`src/rtl/sctc_defines.vh`:
```
// Register offsets, field positions, reset values and timing figures of the clock control unit
`ifndef SCTC_DEFINES_VH
`define SCTC_DEFINES_VH

// Register byte offsets
`define SCTC_OFS_SRC_CFG 12'h000
`define SCTC_OFS_PLL_CFG 12'h004
`define SCTC_OFS_DIV_CFG 12'h008
`define SCTC_OFS_GATE_CFG 12'h00c
`define SCTC_OFS_STATUS 12'h010

// Source configuration fields
`define SCTC_SRC_SEL_LSB 0
`define SCTC_SRC_SEL_MSB 1
`define SCTC_SRC_RING_EN_BIT 2
`define SCTC_SRC_SYS_PLL_BIT 3

// Free-running clock source codes
`define SCTC_FR_RING 2'h0
`define SCTC_FR_REF 2'h1
`define SCTC_FR_EXT 2'h2

// PLL configuration fields
`define SCTC_PLL_EN_BIT 0
`define SCTC_PLL_BYPASS_BIT 1
`define SCTC_PLL_MULT_LSB 8
`define SCTC_PLL_MULT_MSB 15

// Divider fields
`define SCTC_DIV_AUX_LSB 0
`define SCTC_DIV_BUS_LSB 4
`define SCTC_DIV_PER_LSB 8

// Gate fields
`define SCTC_GATE_BUS_BIT 0
`define SCTC_GATE_PER_BIT 1

// Reset values
`define SCTC_RST_SRC_CFG 32'h0000_0004
`define SCTC_RST_PLL_CFG 32'h0000_0000
`define SCTC_RST_DIV_CFG 32'h0000_0000
`define SCTC_RST_GATE_CFG 32'h0000_0003

// Nominal frequencies in MHz
`define SCTC_RING_MHZ 20
`define SCTC_REF_MHZ 4
`define SCTC_EXT_MAX_MHZ 20

// AXI responses
`define SCTC_RESP_OKAY 2'h0
`define SCTC_RESP_SLVERR 2'h2

`endif

```
`src/rtl/sctc_clock_control.v`:
```
// Clock source selection, PLL control and divided, gated clock enables
//
// The register offsets and the AXI4-Lite slave port were left to the implementer.
`timescale 1ns/1ps
`default_nettype none
`include "sctc_defines.vh"

// Behaviour
// RQ1 - After reset system runs from ring oscillator
// RQ2 - Software can switch the ring oscillator off
// RQ3 - Ring oscillator feeds free clock and watchdog
// RQ4 - Reference selectable, PLL input, feeds power manager
// RQ5 - External clock via pin mux, selectable
// RQ6 - External feeds PLL only if accurate enough
// RQ7 - Free clock from exactly one source
// RQ8 - PLL never fed from ring oscillator
// RQ9 - Software keeps PLL within frequency ranges
// RQ10 - PLL enable, disable, bypass independent of ratio
// RQ11 - System clock from PLL or free clock
// RQ12 - Auxiliary and bus clocks get 3-bit dividers
// RQ13 - Peripheral clock from bus, divider and gate
// RQ14 - Auxiliary clock gated off in deep sleep
// RQ15 - Auxiliary clock offered only to PWM timer
// RQ16 - Bus clock to core, memory; divider, gate
// RQ17 - Divide by field plus one, change at boundary
// RQ18 - Muxes and gates switch without glitches
module sctc_clock_control
(
   input wire aclk,
   input wire aresetn,
   // AXI4-Lite write address
   input wire [11:0] s_axi_awaddr,
   input wire s_axi_awvalid,
   output reg s_axi_awready,
   // AXI4-Lite write data
   input wire [31:0] s_axi_wdata,
   input wire [3:0] s_axi_wstrb,
   input wire s_axi_wvalid,
   output reg s_axi_wready,
   // AXI4-Lite write response
   output reg [1:0] s_axi_bresp,
   output reg s_axi_bvalid,
   input wire s_axi_bready,
   // AXI4-Lite read address
   input wire [11:0] s_axi_araddr,
   input wire s_axi_arvalid,
   output reg s_axi_arready,
   // AXI4-Lite read data
   output reg [31:0] s_axi_rdata,
   output reg [1:0] s_axi_rresp,
   output reg s_axi_rvalid,
   input wire s_axi_rready,
   // Source ticks, each an asynchronous clock level sampled from outside the domain
   input wire ring_osc_tick,
   input wire trimmed_ref_tick,
   input wire external_clk_in,
   input wire pll_out_tick,
   // Deep sleep indication from the processor
   input wire deep_sleep,
   // Source and PLL controls
   output reg ring_oscillator_en,
   output reg pll_en,
   output reg pll_bypass,
   output reg [7:0] pll_mult,
   // Clock enables out of the tree
   output reg free_running_clk,
   output reg windowed_watchdog_clk,
   output reg power_manager_clk,
   output reg pwm_aux_clk,
   output reg bus_clk,
   output reg periph_clk
);

   // ------------------------------------------------------------
   // Input synchronisers
   // ------------------------------------------------------------
   reg [3:0] sync1; // First stage, read only by the second
   reg [3:0] sync2; // Second stage
   reg [3:0] sync_d; // Delayed for edge detection
   reg sleep_s1; // Sleep request first stage
   reg sleep_s2; // Sleep request second stage

   // Two flops per asynchronous input
   always @(posedge aclk)
   begin
      if (!aresetn)
      begin
         sync1 <= 4'h0;
         sync2 <= 4'h0;
         sync_d <= 4'h0;
         sleep_s1 <= 1'b0;
         sleep_s2 <= 1'b0;
      end
      else
      begin
         sync1 <= {pll_out_tick, external_clk_in, trimmed_ref_tick, ring_osc_tick};
         sync2 <= sync1;
         sync_d <= sync2;
         sleep_s1 <= deep_sleep;
         sleep_s2 <= sleep_s1;
      end
   end

   // Rising edges of each source become one-cycle enables
   wire [3:0] src_edge = sync2 & ~sync_d;

   // ------------------------------------------------------------
   // Configuration registers
   // ------------------------------------------------------------
   reg [31:0] src_cfg; // Source selection and ring enable
   reg [31:0] pll_cfg; // PLL enable, bypass, multiplier
   reg [31:0] div_cfg; // Three 3-bit divider fields
   reg [31:0] gate_cfg; // Software gates for bus and peripheral clocks

   // Byte-lane merge of a write into a register
   function [31:0] sctc_merge;
      input [31:0] old_val;
      input [31:0] new_val;
      input [3:0] strb;
      integer i;
      begin
         sctc_merge = old_val;
         for (i = 0; i < 4; i = i + 1)
            if (strb[i])
               sctc_merge[i*8 +: 8] = new_val[i*8 +: 8];
      end
   endfunction

   // ------------------------------------------------------------
   // AXI4-Lite write channel
   // ------------------------------------------------------------
   reg aw_held; // Address captured, waiting for data
   reg w_held; // Data captured, waiting for address
   reg [11:0] aw_addr; // Captured write address
   reg [31:0] w_data; // Captured write data
   reg [3:0] w_strb; // Captured strobes
   wire aw_take = s_axi_awvalid && s_axi_awready;
   wire w_take = s_axi_wvalid && s_axi_wready;
   wire [11:0] wr_addr = aw_take ? s_axi_awaddr : aw_addr;
   wire [31:0] wr_data = w_take ? s_axi_wdata : w_data;
   wire [3:0] wr_strb = w_take ? s_axi_wstrb : w_strb;
   // Commit once both halves are in hand and no response pending
   wire wr_go = (aw_held || aw_take) && (w_held || w_take) && !s_axi_bvalid;

   // Address and data accepted in either order, response after both
   always @(posedge aclk)
   begin
      if (!aresetn)
      begin
         s_axi_awready <= 1'b1;
         s_axi_wready <= 1'b1;
         s_axi_bvalid <= 1'b0;
         s_axi_bresp <= `SCTC_RESP_OKAY;
         aw_held <= 1'b0;
         w_held <= 1'b0;
         aw_addr <= 12'h000;
         w_data <= 32'h0000_0000;
         w_strb <= 4'h0;
         src_cfg <= `SCTC_RST_SRC_CFG; // RQ1
         pll_cfg <= `SCTC_RST_PLL_CFG;
         div_cfg <= `SCTC_RST_DIV_CFG;
         gate_cfg <= `SCTC_RST_GATE_CFG;
      end
      else
      begin
         if (aw_take)
         begin
            aw_addr <= s_axi_awaddr;
            aw_held <= 1'b1;
            s_axi_awready <= 1'b0;
         end
         if (w_take)
         begin
            w_data <= s_axi_wdata;
            w_strb <= s_axi_wstrb;
            w_held <= 1'b1;
            s_axi_wready <= 1'b0;
         end
         if (wr_go)
         begin
            aw_held <= 1'b0;
            w_held <= 1'b0;
            s_axi_bvalid <= 1'b1;
            s_axi_bresp <= `SCTC_RESP_OKAY;
            case (wr_addr)
               `SCTC_OFS_SRC_CFG: src_cfg <= sctc_merge(src_cfg, wr_data, wr_strb) & 32'h0000_000f;
               `SCTC_OFS_PLL_CFG: pll_cfg <= sctc_merge(pll_cfg, wr_data, wr_strb) & 32'h0000_ff03;
               `SCTC_OFS_DIV_CFG: div_cfg <= sctc_merge(div_cfg, wr_data, wr_strb) & 32'h0000_0777;
               `SCTC_OFS_GATE_CFG: gate_cfg <= sctc_merge(gate_cfg, wr_data, wr_strb) & 32'h0000_0003;
               `SCTC_OFS_STATUS: s_axi_bresp <= `SCTC_RESP_OKAY; // Read-only, write ignored
               default: s_axi_bresp <= `SCTC_RESP_SLVERR; // Unmapped address
            endcase
         end
         // Channels reopen once the response is taken
         if (s_axi_bvalid && s_axi_bready)
         begin
            s_axi_bvalid <= 1'b0;
            s_axi_awready <= 1'b1;
            s_axi_wready <= 1'b1;
         end
      end
   end

   // ------------------------------------------------------------
   // Clock selection state
   // ------------------------------------------------------------
   reg [1:0] fr_sel; // Source currently passed to the free clock
   reg fr_idle; // Free clock held low during a source change
   reg sys_pll; // System clock taken from the PLL
   reg sys_idle; // System clock held low during a change
   reg pll_live; // PLL output in use on the PLL path
   reg [2:0] status_pulse; // Free clock phase, for status only

   wire [1:0] want_fr = src_cfg[`SCTC_SRC_SEL_MSB:`SCTC_SRC_SEL_LSB];
   wire want_pll = src_cfg[`SCTC_SRC_SYS_PLL_BIT];
   wire want_live = pll_cfg[`SCTC_PLL_EN_BIT] && !pll_cfg[`SCTC_PLL_BYPASS_BIT]; // RQ10

   // Pick one source tick; unused code falls back to the ring oscillator
   function sctc_pick;
      input [1:0] sel;
      input [3:0] ticks;
      begin
         case (sel)
            `SCTC_FR_REF: sctc_pick = ticks[1];
            `SCTC_FR_EXT: sctc_pick = ticks[2]; // RQ5
            default: sctc_pick = ticks[0];
         endcase
      end
   endfunction

   wire fr_tick = !fr_idle && sctc_pick(fr_sel, src_edge); // RQ7
   // PLL off or bypassed: the PLL path carries the free clock itself; the
   // path only swaps while the system mux idles, so ticks never crowd
   wire pll_path = pll_live ? src_edge[3] : fr_tick; // RQ10
   wire sys_tick = !sys_idle && (sys_pll ? pll_path : fr_tick); // RQ11

   // Source change: stop on a boundary, swap; free clock resumes on the new edge, system clock right after the swap
   always @(posedge aclk)
   begin
      if (!aresetn)
      begin
         fr_sel <= `SCTC_FR_RING; // RQ1
         fr_idle <= 1'b0;
         sys_pll <= 1'b0;
         sys_idle <= 1'b0;
         pll_live <= 1'b0;
      end
      else
      begin
         if (want_fr != fr_sel && !fr_idle)
            fr_idle <= 1'b1; // RQ18
         else if (fr_idle)
         begin
            fr_sel <= want_fr; // RQ7
            if (sctc_pick(want_fr, src_edge))
               fr_idle <= 1'b0; // RQ18
         end
         if ((want_pll != sys_pll || want_live != pll_live) && !sys_idle)
            sys_idle <= 1'b1; // RQ18
         else if (sys_idle)
         begin
            sys_pll <= want_pll; // RQ11
            pll_live <= want_live; // RQ10
            sys_idle <= 1'b0;
         end
      end
   end

   // ------------------------------------------------------------
   // Dividers
   // ------------------------------------------------------------
   reg [2:0] aux_cnt; // Auxiliary divider count
   reg [2:0] bus_cnt; // Bus divider count
   reg [2:0] per_cnt; // Peripheral divider count
   reg [2:0] aux_ratio; // Ratio latched at boundary
   reg [2:0] bus_ratio; // Ratio latched at boundary
   reg [2:0] per_ratio; // Ratio latched at boundary

   wire aux_wrap = sys_tick && aux_cnt == aux_ratio; // RQ17
   wire bus_wrap = sys_tick && bus_cnt == bus_ratio; // RQ17
   wire bus_en = bus_wrap && gate_cfg[`SCTC_GATE_BUS_BIT]; // RQ16
   wire per_wrap = bus_en && per_cnt == per_ratio; // RQ13

   // Count to field value then wrap, giving divide by value plus one;
   // new ratio only taken at a wrap so no short period appears
   always @(posedge aclk)
   begin
      if (!aresetn)
      begin
         aux_cnt <= 3'h0;
         bus_cnt <= 3'h0;
         per_cnt <= 3'h0;
         aux_ratio <= 3'h0;
         bus_ratio <= 3'h0;
         per_ratio <= 3'h0;
      end
      else
      begin
         if (aux_wrap)
         begin
            aux_cnt <= 3'h0;
            aux_ratio <= div_cfg[`SCTC_DIV_AUX_LSB +: 3]; // RQ17
         end
         else if (sys_tick)
            aux_cnt <= aux_cnt + 3'h1; // RQ12
         if (bus_wrap)
         begin
            bus_cnt <= 3'h0;
            bus_ratio <= div_cfg[`SCTC_DIV_BUS_LSB +: 3]; // RQ17
         end
         else if (sys_tick)
            bus_cnt <= bus_cnt + 3'h1; // RQ12
         if (per_wrap)
         begin
            per_cnt <= 3'h0;
            per_ratio <= div_cfg[`SCTC_DIV_PER_LSB +: 3]; // RQ17
         end
         else if (bus_en)
            per_cnt <= per_cnt + 3'h1; // RQ13
      end
   end

   // ------------------------------------------------------------
   // Registered clock enables out
   // ------------------------------------------------------------
   // Gates act on whole pulses, so none is ever cut short
   always @(posedge aclk)
   begin
      if (!aresetn)
      begin
         free_running_clk <= 1'b0;
         windowed_watchdog_clk <= 1'b0;
         power_manager_clk <= 1'b0;
         pwm_aux_clk <= 1'b0;
         bus_clk <= 1'b0;
         periph_clk <= 1'b0;
         ring_oscillator_en <= 1'b1;
         pll_en <= 1'b0;
         pll_bypass <= 1'b0;
         pll_mult <= 8'h00;
         status_pulse <= 3'h0;
      end
      else
      begin
         free_running_clk <= fr_tick; // RQ7
         // Watchdog keeps its own ring path, independent of selection
         windowed_watchdog_clk <= src_edge[0] && src_cfg[`SCTC_SRC_RING_EN_BIT]; // RQ3
         power_manager_clk <= src_edge[1]; // RQ4
         pwm_aux_clk <= aux_wrap && !sleep_s2; // RQ14 RQ15
         bus_clk <= bus_en; // RQ16
         periph_clk <= per_wrap && gate_cfg[`SCTC_GATE_PER_BIT]; // RQ13
         ring_oscillator_en <= src_cfg[`SCTC_SRC_RING_EN_BIT]; // RQ2
         pll_en <= pll_cfg[`SCTC_PLL_EN_BIT]; // RQ10
         pll_bypass <= pll_cfg[`SCTC_PLL_BYPASS_BIT]; // RQ10
         pll_mult <= pll_cfg[`SCTC_PLL_MULT_MSB:`SCTC_PLL_MULT_LSB]; // RQ9
         if (fr_tick)
            status_pulse <= status_pulse + 3'h1;
      end
   end

   // ------------------------------------------------------------
   // AXI4-Lite read channel
   // ------------------------------------------------------------
   // Status shows what the tree really runs on, not what was asked
   wire [31:0] status_word = {20'h00000, 1'b0, status_pulse, 2'h0, sleep_s2, sys_idle,
      fr_idle, sys_pll, fr_sel};

   // One read at a time; answer one cycle after the address is taken
   always @(posedge aclk)
   begin
      if (!aresetn)
      begin
         s_axi_arready <= 1'b1;
         s_axi_rvalid <= 1'b0;
         s_axi_rdata <= 32'h0000_0000;
         s_axi_rresp <= `SCTC_RESP_OKAY;
      end
      else if (s_axi_arvalid && s_axi_arready)
      begin
         s_axi_arready <= 1'b0;
         s_axi_rvalid <= 1'b1;
         s_axi_rresp <= `SCTC_RESP_OKAY;
         case (s_axi_araddr)
            `SCTC_OFS_SRC_CFG: s_axi_rdata <= src_cfg;
            `SCTC_OFS_PLL_CFG: s_axi_rdata <= pll_cfg;
            `SCTC_OFS_DIV_CFG: s_axi_rdata <= div_cfg;
            `SCTC_OFS_GATE_CFG: s_axi_rdata <= gate_cfg;
            `SCTC_OFS_STATUS: s_axi_rdata <= status_word;
            default:
            begin
               s_axi_rdata <= 32'h0000_0000;
               s_axi_rresp <= `SCTC_RESP_SLVERR;
            end
         endcase
      end
      else if (s_axi_rvalid && s_axi_rready)
      begin
         s_axi_rvalid <= 1'b0;
         s_axi_arready <= 1'b1;
      end
   end

endmodule
`default_nettype wire

```
`config.mk`:
```
export PLATFORM = sky130hd
export DESIGN_NAME = sctc_clock_control
export DESIGN_NICKNAME = d
export VERILOG_FILES = /design/src/rtl/sctc_clock_control.v
export VERILOG_INCLUDE_DIRS = /design/src /design/src/rtl
export SDC_FILE = /design/constraint.sdc
export NUM_CORES = 1
export LEC_CHECK = 0
export ABC_CLOCK_PERIOD_IN_PS = 1900
export BUFFER_PORTS_ARGS = -buffer_cell sky130_fd_sc_hd__buf_2
export CORE_ASPECT_RATIO = 0.7
export CORE_UTILIZATION = 40
export CTS_BUF_LIST = sky130_fd_sc_hd__clkbuf_8 sky130_fd_sc_hd__clkbuf_16
export DETAILED_ROUTE_END_ITERATION = 8
export GPL_TIMING_DRIVEN = 1
export SLEW_MARGIN = 5
export SYNTH_ARGS = -nofsm -noshare
export SYNTH_HDL_FRONTEND = slang
export SYNTH_SLANG_ARGS = --single-unit
```
`constraint.sdc`:
```
create_clock -name aclk -period 1.9 [get_ports aclk]
set_input_delay 0.095 -clock aclk [delete_from_list [all_inputs] [get_ports aclk]]
set_output_delay 0.095 -clock aclk [all_outputs]
set_load 0.05 [all_outputs]
```
==> impl_metrics.ini, run 1 <==
[floorplan]
dieWidth_um = 144
fp-row-count = 35
ioPinCount = 130
die_area_um2 = 14600
chipHeight_um = 101
coreArea_um2 = 13400
start_util_pct = 42.0

[final_layout]
layout-drive-gt1-share_pct = 26.9
fillers = 1218
final_util_pct = 54.5
finalNetCount = 819
syn_to_final_growth_pct = 29.6
mostFrequentLayoutCells = dfxtp_1 (131), buf_2 (91), nand2_1 (81), a21oi_1 (46), and2_1 (31)
diodes = 0
final_common_cell = dfxtp_1
register_area_um2 = 2730
multi_input_area_um2 = 2730

[critical_path]
critPathMaxFanout = 7
path_class = reg -> reg
worst_ep_arrival_time_ns = 2.17
crit_path_cell_trace = buf_4 > ha_4 > a221o_1 > and4b_4 > o2111ai_4 > mux2i_1
endpoint_kind = register
slowest_stage = a221o_1
cp_data_required_time_ns = 2.24
critPathTopFamily = compound AO/OA/AOI/OAI gates
critPathLaunchType = register
cp.buffers_inverters = 1
critPathMaxStageDelay_ns = 0.39

[timing]
slew_violations = 0
finClkSkew_ns = 0.00781
hold_viol = 0
setup_viol = 0
max_freq_ghz = 0.547
tightestPinTransition_ns = 0.768
relSlewSlack_pct = 48.6
period_needed_ns = 1.83
rsz0062_at_grt = yes
setup_ws_ns = 0.0712
finalCritPeriodShare_pct = 96.3
hold_ws_ns = 0.00980

[placement]
dp_slack_ns = -0.0939
io_buffer_count = 91
dpl.hpwl_mm = 9.61
place.gp.congestion = 0.884

[synthesis]
syn_avg_cell_area_um2 = 9.42
synthFlopType = dfxtp_1
synth-async-reset-ratio_pct = 0
synth-edff-count = 0
yosysSeqAreaShare_pct = 48.2
ys_seq_elements = 136
ys_warn_count = 0
yosys.cell_types.count = 62
netlist_instances = 600
synthesis.area_um2 = 5650

[global_routing]
track_usage_pct = 19.6
grt_pass1_wl_mm = 21.9
grt_max_degree = 73
first_global_vias = 4460
grt.overflow.total = 0
grt_antenna_before_repair = 0

[clock_network]
clock_sinks = 136
numCtsBuffers = 17
clock_path_buffers = 2
path_clk_slew_ns = 0.06
cts_max_level = 4
cts_tree = done
clkLatencyLatePin_ns = 0.41
cts_root_buffer = clkbuf_16

[detailed_routing]
wl_per_cell_um = 14.6
wl_mm = 13.6
dr.first_iter.drc_count = 184
dr.pass1.iters = 4
ant_nets = 0
viasPerCell = 4.91
vias = 4598
drcViolationCount = 0

[flow_run]
maxCapViolCount = 0

[power]
power.leakage_nw = 3.19
power.total_mw = 6.82
pwr_density_cell_nw_per_um2 = 931
irDropWorstVdd_v = 0.000712

[outcome]
status = finished, final reports clean

[min_path]
hp-class = in -> reg
## repair_timing
action,in CTS,in global routing
pin swaps,2,7
resized for setup,4,14
hold buffers,30,0
buffers inserted,1,2
setup endpoints to repair,14,30
endpoints found under the hold margin,30,0
## final timing paths
path / from / to / slack, ns / depth (start not counted)
min reg2reg: sync1[2] / sync2[2] / 0.43 / 1
min: s_axi_wdata[5] / w_data[5] / 0.01 / 3
max: fr_sel[0] / per_ratio[0] / 0.07 / 6
max reg2reg: fr_sel[0] / per_ratio[0] / 0.07 / 6
## report_power, final
group / internal, mW / switching (mW)
Clock: 1.87 / 1.34
Combinational: 0.233 / 0.407
Sequential: 2.93 / 0.0434
Total: 5.02 / 1.79
## final cells by class
| type | instances | area share, % |
|---|---|---|
| Clock buffer | 18 | 6.00 |
| Clock inverter | 14 | 1.90 |
| Timing Repair Buffer | 150 | 13.5 |
| Tap cell | 185 | 3.16 |
| Inverter | 17 | 0.871 |
| Multi-Input combinational cell | 417 | 37.3 |
| Sequential cell | 136 | 37.3 |
## worst reg2reg max path: stages, from the launching register on
cell and delay [ns]:
dfxtp_2 0.32, buf_4 0.14, ha_4 0.15, a221o_1 0.39
and4b_4 0.26, o2111ai_4 0.26, mux2i_1 0.23
## Yosys cell counts (3+ instances only)
| library cell | instances | area, um^2 |
|---|---|---|
| a211oi_1 | 3 | 22.5 |
| clkbuf_1 | 20 | 75.1 |
| a31o_2 | 4 | 35.0 |
| a22o_1 | 5 | 43.8 |
| xnor2_1 | 9 | 78.8 |
| nand2_1 | 81 | 304 |
| a21oi_2 | 4 | 35.0 |
| o31ai_1 | 4 | 30.0 |
| buf_1 | 3 | 11.3 |
| and3_1 | 4 | 25.0 |
| buf_4 | 20 | 150 |
| nor2b_1 | 9 | 56.3 |
| nor3b_1 | 4 | 30.0 |
| nor3_1 | 8 | 40.0 |
| mux2i_1 | 25 | 250 |
| mux2_2 | 14 | 158 |
| xor2_1 | 6 | 52.6 |
| ha_1 | 8 | 100 |
| nand2b_1 | 5 | 31.3 |
| a21oi_1 | 46 | 230 |
| nor4_1 | 5 | 31.3 |
| nor2_1 | 26 | 97.6 |
| dfxtp_1 | 136 | 2720 |
| nand4_1 | 3 | 18.8 |
| a22oi_1 | 7 | 52.6 |
| and2_1 | 31 | 194 |
| nand3b_1 | 5 | 37.5 |
| a31oi_1 | 4 | 25.0 |
| o21ai_0 | 15 | 75.1 |
| inv_1 | 17 | 63.8 |
| nand3_1 | 28 | 140 |
## cell families after synthesis
kind of cell             synth area share (%)
other                                  0.0664
flip-flops                               48.2
buffers and inverters                    5.98
adder cells (fa/ha/maj)                  1.77
AND/OR/NAND/NOR                          19.6
AO/OA/AOI/OAI                            13.1
XOR/XNOR                                 2.33
multiplexers                             8.95
## state kept, by name, indices dropped and copies added, names as in the netlist, 4 cells and up
register and cells:
w_data 15, pll_cfg 10, sync_d 4, src_cfg 4
pll_mult 8, s_axi_rdata 15, sync2 4, sync1 4
aw_addr 12, div_cfg 9
## per-stage QoR
step | TNS (ns) | cell area (um^2) | cells
2_1_floorplan | 0 | 5720 | 618
3_3_place_gp | 0 | 6340 | 872
3_5_place_dp | -0.725 | 6340 | 872
4_1_cts | 0 | 7240 | 935
5_1_grt | -0.0235 | 7320 | 937
6_report | 0 | 7320 | 937
## routing by layer
metal  track usage [%]  vias up  routed length, um
met5                 0        -                  0
met1              26.6     2143               6680
met3              3.92       18                712
li1                  -     2328                  -
met2              31.2      109               6090
met4              6.71        0                164
Power figures use the tool's default switching activity.
==> inputs of run 2 (changes only) <==
- BUFFER_PORTS_ARGS: -buffer_cell sky130_fd_sc_hd__buf_2 -> unset
- CORE_UTILIZATION: 40 -> 25
- DONT_BUFFER_PORTS: unset -> 1
==> run 2 against run 1 <==
Compared with the run above: hold slack gained 0.0087 ns; utilization is 21 points lower; clock power is 16% higher; sequential share of layout area is 0.45 points lower; routed wire length is 5.9% higher; die area increased by 59%; non-clock buffer count is 59 lower; sequential power is essentially flat; sequential cell count unchanged; design area is 1.3% higher; largest cell class is now multi-input combinational cells.
==> impl_metrics.ini, run 2 (synthesis results as in run 1) <==
[outcome]
status = finished, final reports clean

[critical_path]
critPathMaxFanout = 3
r2r_cells = 7
worst_ep_arrival_time_ns = 2.21
path_class = reg -> reg
r2r_end = src_cfg[2]
crit_path_cell_trace = nor4_4 > nand4_1 > buf_4 > a211oi_4 > buf_4 > nand3b_4 > mux2_1
endpoint_kind = register
cp.buffers_inverters = 2
cp_data_required_time_ns = 2.21
critPathMaxStageDelay_ns = 0.33
critPathTopFamily = simple AND/OR/NAND/NOR gates
r2r-start = aw_addr[0]
critPathLaunchType = register
slowest_stage = dfxtp_2
worst_path_most_repeated_cell = buf_4
ff2ff_setup_slack_ns = 0.00007

[final_layout]
final_common_cell = dfxtp_1
diodes = 0
reg_top3 = s_axi_rdata x15, w_data x15, aw_addr x12
syn_to_final_growth_pct = 31.3
layout-drive-gt1-share_pct = 18.6
finalNetCount = 760
mostFrequentLayoutCells = dfxtp_1 (131), nand2_1 (81), a21oi_1 (46), dlygate4sd3_1 (43), buf_4 (42)
fillers = 2202
fin_cells = 975
final_util_pct = 33.9

[floorplan]
chipHeight_um = 128
dieWidth_um = 182
ioPinCount = 130
die_area_um2 = 23200
coreArea_um2 = 21900
fp-row-count = 45
start_util_pct = 25.8

[detailed_routing]
viasPerCell = 4.56
ant_nets = 0
wl_per_cell_um = 14.8
dr.first_iter.drc_count = 285
dr.pass1.iters = 4
drcViolationCount = 0
vias = 4446
wl_mm = 14.5

[power]
pwr_density_cell_nw_per_um2 = 986
power.leakage_nw = 3.02
power.total_mw = 7.32
irDropWorstVdd_v = 0.000627

[timing]
rsz0062_at_grt = yes
finClkSkew_ns = 0.00668
relSlewSlack_pct = 64.0
period_needed_ns = 1.90
setup_viol = 0
hold_viol = 0
slew_violations = 0
finalCritPeriodShare_pct = 100
tightestPinTransition_ns = 0.540
tns_ns = 0
max_freq_ghz = 0.526
hold_ws_ns = 0.0185

[placement]
io_buffer_count = 0
dp.cells = 893
dpl.hpwl_mm = 10.1
place.gp.congestion = 0.765

[global_routing]
grt_pass1_wl_mm = 22.9
grt_max_degree = 72
grt.overflow.total = 0
track_usage_pct = 12.9
first_global_vias = 4235
grt_antenna_before_repair = 0

[clock_network]
numCtsBuffers = 17
clock_sinks = 136
cts_tree = done
cts_max_level = 4
cts_root_buffer = clkbuf_16
clkLatencyLatePin_ns = 0.42
clock_path_buffers = 2
path_clk_slew_ns = 0.06

[min_path]
holdPathStages = 3
hp-class = in -> reg
worstHoldStart = s_axi_awaddr[2]
holdPathEnd = s_axi_bresp[1]

[flow_run]
maxCapViolCount = 0
-- run 2: cell count changes in the layout (fill, tap and decap cells not counted), sizes merged --
cell	before	now
buf	120	48
bufinv	1	5
clkbuf	18	17
clkinv	4	2
clkinvlp	3	1
dlygate4sd3	30	43
inv	23	24
-- run 2: worst min-delay path, stage by stage --
cell and delay (ns):
o211ai_1 0.06, o2111ai_1 0.11, o211a_1 0.14
-- run 2: where the power goes --
group	switching, mW	leakage [nW]	internal (mW)	total (mW)
clock network	1.35	0.323	2.37	3.72
registers	0.0712	1.11	2.92	3.00
logic	0.366	1.59	0.233	0.599
-- run 2: how the worst max path moves through the flow --
| stage | from | endpoint | slack [ns] | cells after the start |
|---|---|---|---|---|
| 2_1_floorplan | s_axi_awready | pll_cfg[0] | 0.005 | 7 |
| 3_3_place_gp | fr_sel[0] | per_ratio[0] | -0.04 | 6 |
| 5_1_grt | aw_addr[0] | src_cfg[3] | -0.11 | 7 |
| 3_5_place_dp | fr_sel[0] | per_ratio[2] | -0.08 | 6 |
| 4_1_cts | fr_sel[0] | per_ratio[2] | 0.002 | 6 |
| 6_report | aw_addr[0] | src_cfg[2] | 0.00007 | 7 |
-- run 2: area by class of cell --
type / count / area [um^2] / area share, %
clock buffer: 17 / 425 / 5.73
clock inverter: 15 / 238 / 3.20
inverter: 17 / 63.8 / 0.860
multi-input combinational: 417 / 2780 / 37.4
sequential: 136 / 2730 / 36.9
tap: 282 / 353 / 4.76
timing repair buffer: 91 / 830 / 11.2
-- run 2: timing repair --
action | CTS | global route
hold buffers | 44 | 0
pin swaps | 4 | 9
hold endpoints to repair | 113 | 0
endpoints found under the setup margin | 14 | 34
gates resized for setup | 4 | 28
setup buffers | 0 | 6
-- run 2: routing by layer --
layer	GRT usage (%)	vias up	part of all wire [%]
met3	4.63	8	7.1
met1	17.4	2109	50
met4	4.49	0	0.80
met2	18.8	123	43
met5	0	-	0
li1	-	2206	-
-- run 2: per-stage QoR --
stage | area, um^2 | setup WS [ns]
2_1_floorplan | 5720 | 0.00466
3_3_place_gp | 6110 | -0.0385
3_5_place_dp | 6110 | -0.0760
4_1_cts | 7250 | 0.00227
5_1_grt | 7420 | -0.108
6_report | 7420 | 0.0000702
==> inputs of run 3 (changes only) <==
- ABC_CLOCK_PERIOD_IN_PS: 1900 -> 2000
- SETUP_SLACK_MARGIN: unset -> 0.2
- clock period: 1.9 -> 2 ns (I/O delays scaled with it)
==> run 3 against run 2 <==
Compared with the run above: sequential cell count stayed put; non-clock buffer count fell by 1; hold slack improved by 0.0017 ns; die area is the same; routed wire length is 1.7% higher; highest routed layer unchanged.
==> impl_metrics.ini, run 3 (synthesis results as in run 1) <==
[critical_path]
cp.buffers_inverters = 3
slowest_stage = dfxtp_2
crit_path_cell_trace = nor4_2 > nand4_1 > buf_4 > a211oi_4 > buf_6 > buf_6 > nand2_4 > mux2_4
critPathTopFamily = simple AND/OR/NAND/NOR gates
critPathCapture = pll_cfg[1]
r2r-start = aw_addr[0]
ff2ff_setup_slack_ns = 0.06
endpoint_kind = register
critPathMaxStageDelay_ns = 0.32
r2r_cells = 8
path_class = reg -> reg
critPathMaxFanout = 5
path_depth = 8
r2r_end = pll_cfg[1]
worst_ep_arrival_time_ns = 2.25
critPathLaunchType = register
cp_data_required_time_ns = 2.32
worst_path_most_repeated_cell = buf_6
cp-startpoint = aw_addr[0]

[timing]
finalCritPeriodShare_pct = 96.9
rsz0062_at_grt = yes
relSlewSlack_pct = 40.3
setup_viol = 0
slew_violations = 0
period_needed_ns = 1.94
tightestPinTransition_ns = 0.892
hold_viol = 0
finClkSkew_ns = 0.00987
max_freq_ghz = 0.516
setup_ws_ns = 0.0624
tns_ns = 0

[clock_network]
cts_root_buffer = clkbuf_16
clkLatencyLatePin_ns = 0.42
clock_sinks = 136
cts_tree = done
cts_max_level = 4
clock_path_buffers = 2
path_clk_slew_ns = 0.06
numCtsBuffers = 17

[power]
power.total_mw = 6.38
pwr_density_cell_nw_per_um2 = 868
power.leakage_nw = 2.97
irDropWorstVdd_v = 0.000596

[floorplan]
ioPinCount = 130
dieWidth_um = 182
fp-row-count = 45
die_area_um2 = 23200
start_util_pct = 25.8
chipHeight_um = 128
coreArea_um2 = 21900

[final_layout]
fillers = 2227
final_common_cell = dfxtp_1
reg_top3 = s_axi_rdata x15, w_data x15, aw_addr x12
mostFrequentLayoutCells = dfxtp_1 (131), nand2_1 (78), a21oi_1 (46), dlygate4sd3_1 (41), buf_4 (41)
syn_to_final_growth_pct = 30.0
diodes = 0
layout-drive-gt1-share_pct = 20.1
finalNetCount = 759

[global_routing]
grt.overflow.total = 0
grt_pass1_wl_mm = 23.6
grt_antenna_before_repair = 0
track_usage_pct = 13.2
grt_max_degree = 72
first_global_vias = 4286

[detailed_routing]
viasPerCell = 4.52
drcViolationCount = 0
ant_nets = 0
dr.pass1.iters = 4
wl_per_cell_um = 15.1
wl_mm = 14.7
vias = 4398
dr.first_iter.drc_count = 246

[outcome]
status = finished, final reports clean

[placement]
io_buffer_count = 0
dpl.hpwl_mm = 10.1
place.gp.congestion = 0.782
dp_slack_ns = 0.0717

[min_path]
worstHoldStart = s_axi_awaddr[4]
hp-class = in -> reg

[flow_run]
maxCapViolCount = 0
[run 3: timing repair]
item,4_1_cts,5_1_grt
buffers inserted,5,7
hold buffers,42,0
endpoints found under the hold margin,114,0
setup endpoints to repair,31,35
pin swaps,7,7
gates cloned,1,0
gates resized for setup,22,17
[run 3: layer usage]
metal  GRT usage (%)  vias up  routed length (um)
met3            4.55       10                 958
met2            19.5      112                6310
met5               0        -                   0
met4            3.49        0                 115
met1            18.1     2065                7310
li1                -     2211                   -
[run 3: how the worst min path moves through the flow]
stage                     cells past startpoint              to  slack, ns
after detailed placement                      1   s_axi_arready       0.19
after CTS                                     2    s_axi_rvalid      0.004
final                                         3  s_axi_bresp[1]       0.02
after global routing                          3     gate_cfg[1]       0.02
after global placement                        1   s_axi_arready       0.19
after floorplan                               1   s_axi_awready       0.19
[run 3: layout make-up]
cell class	count	area (um^2)	area share, %
clock inverter	15	138	1.87
tap	282	353	4.80
sequential	136	2740	37.3
multi-input combinational	417	2800	38.2
inverter	17	63.8	0.869
clock buffer	17	425	5.79
timing repair buffer	90	825	11.2
[run 3: through the flow]
step / cell area [um^2] / cells / utilization, % / hold WS (ns)
floorplan: 5750 / 618 / - / 0.189
global placement: 6090 / 887 / 27.8 / 0.188
detailed placement: 6090 / 887 / 27.8 / 0.191
CTS: 7230 / 967 / 33.0 / 0.00392
global route: 7340 / 974 / 33.5 / 0.0170
finish: 7340 / 974 / 33.5 / 0.0201
[run 3: worst min-delay path: stages]
cell	delay [ns]
o211ai_1	0.07
o2111ai_1	0.10
o211a_1	0.14
[run 3: report_power, final]
group          switching, mW  internal, mW  leakage (nW)
Clock                   1.32          1.64         0.271
Combinational          0.357         0.217          1.59
Sequential            0.0692          2.78          1.11
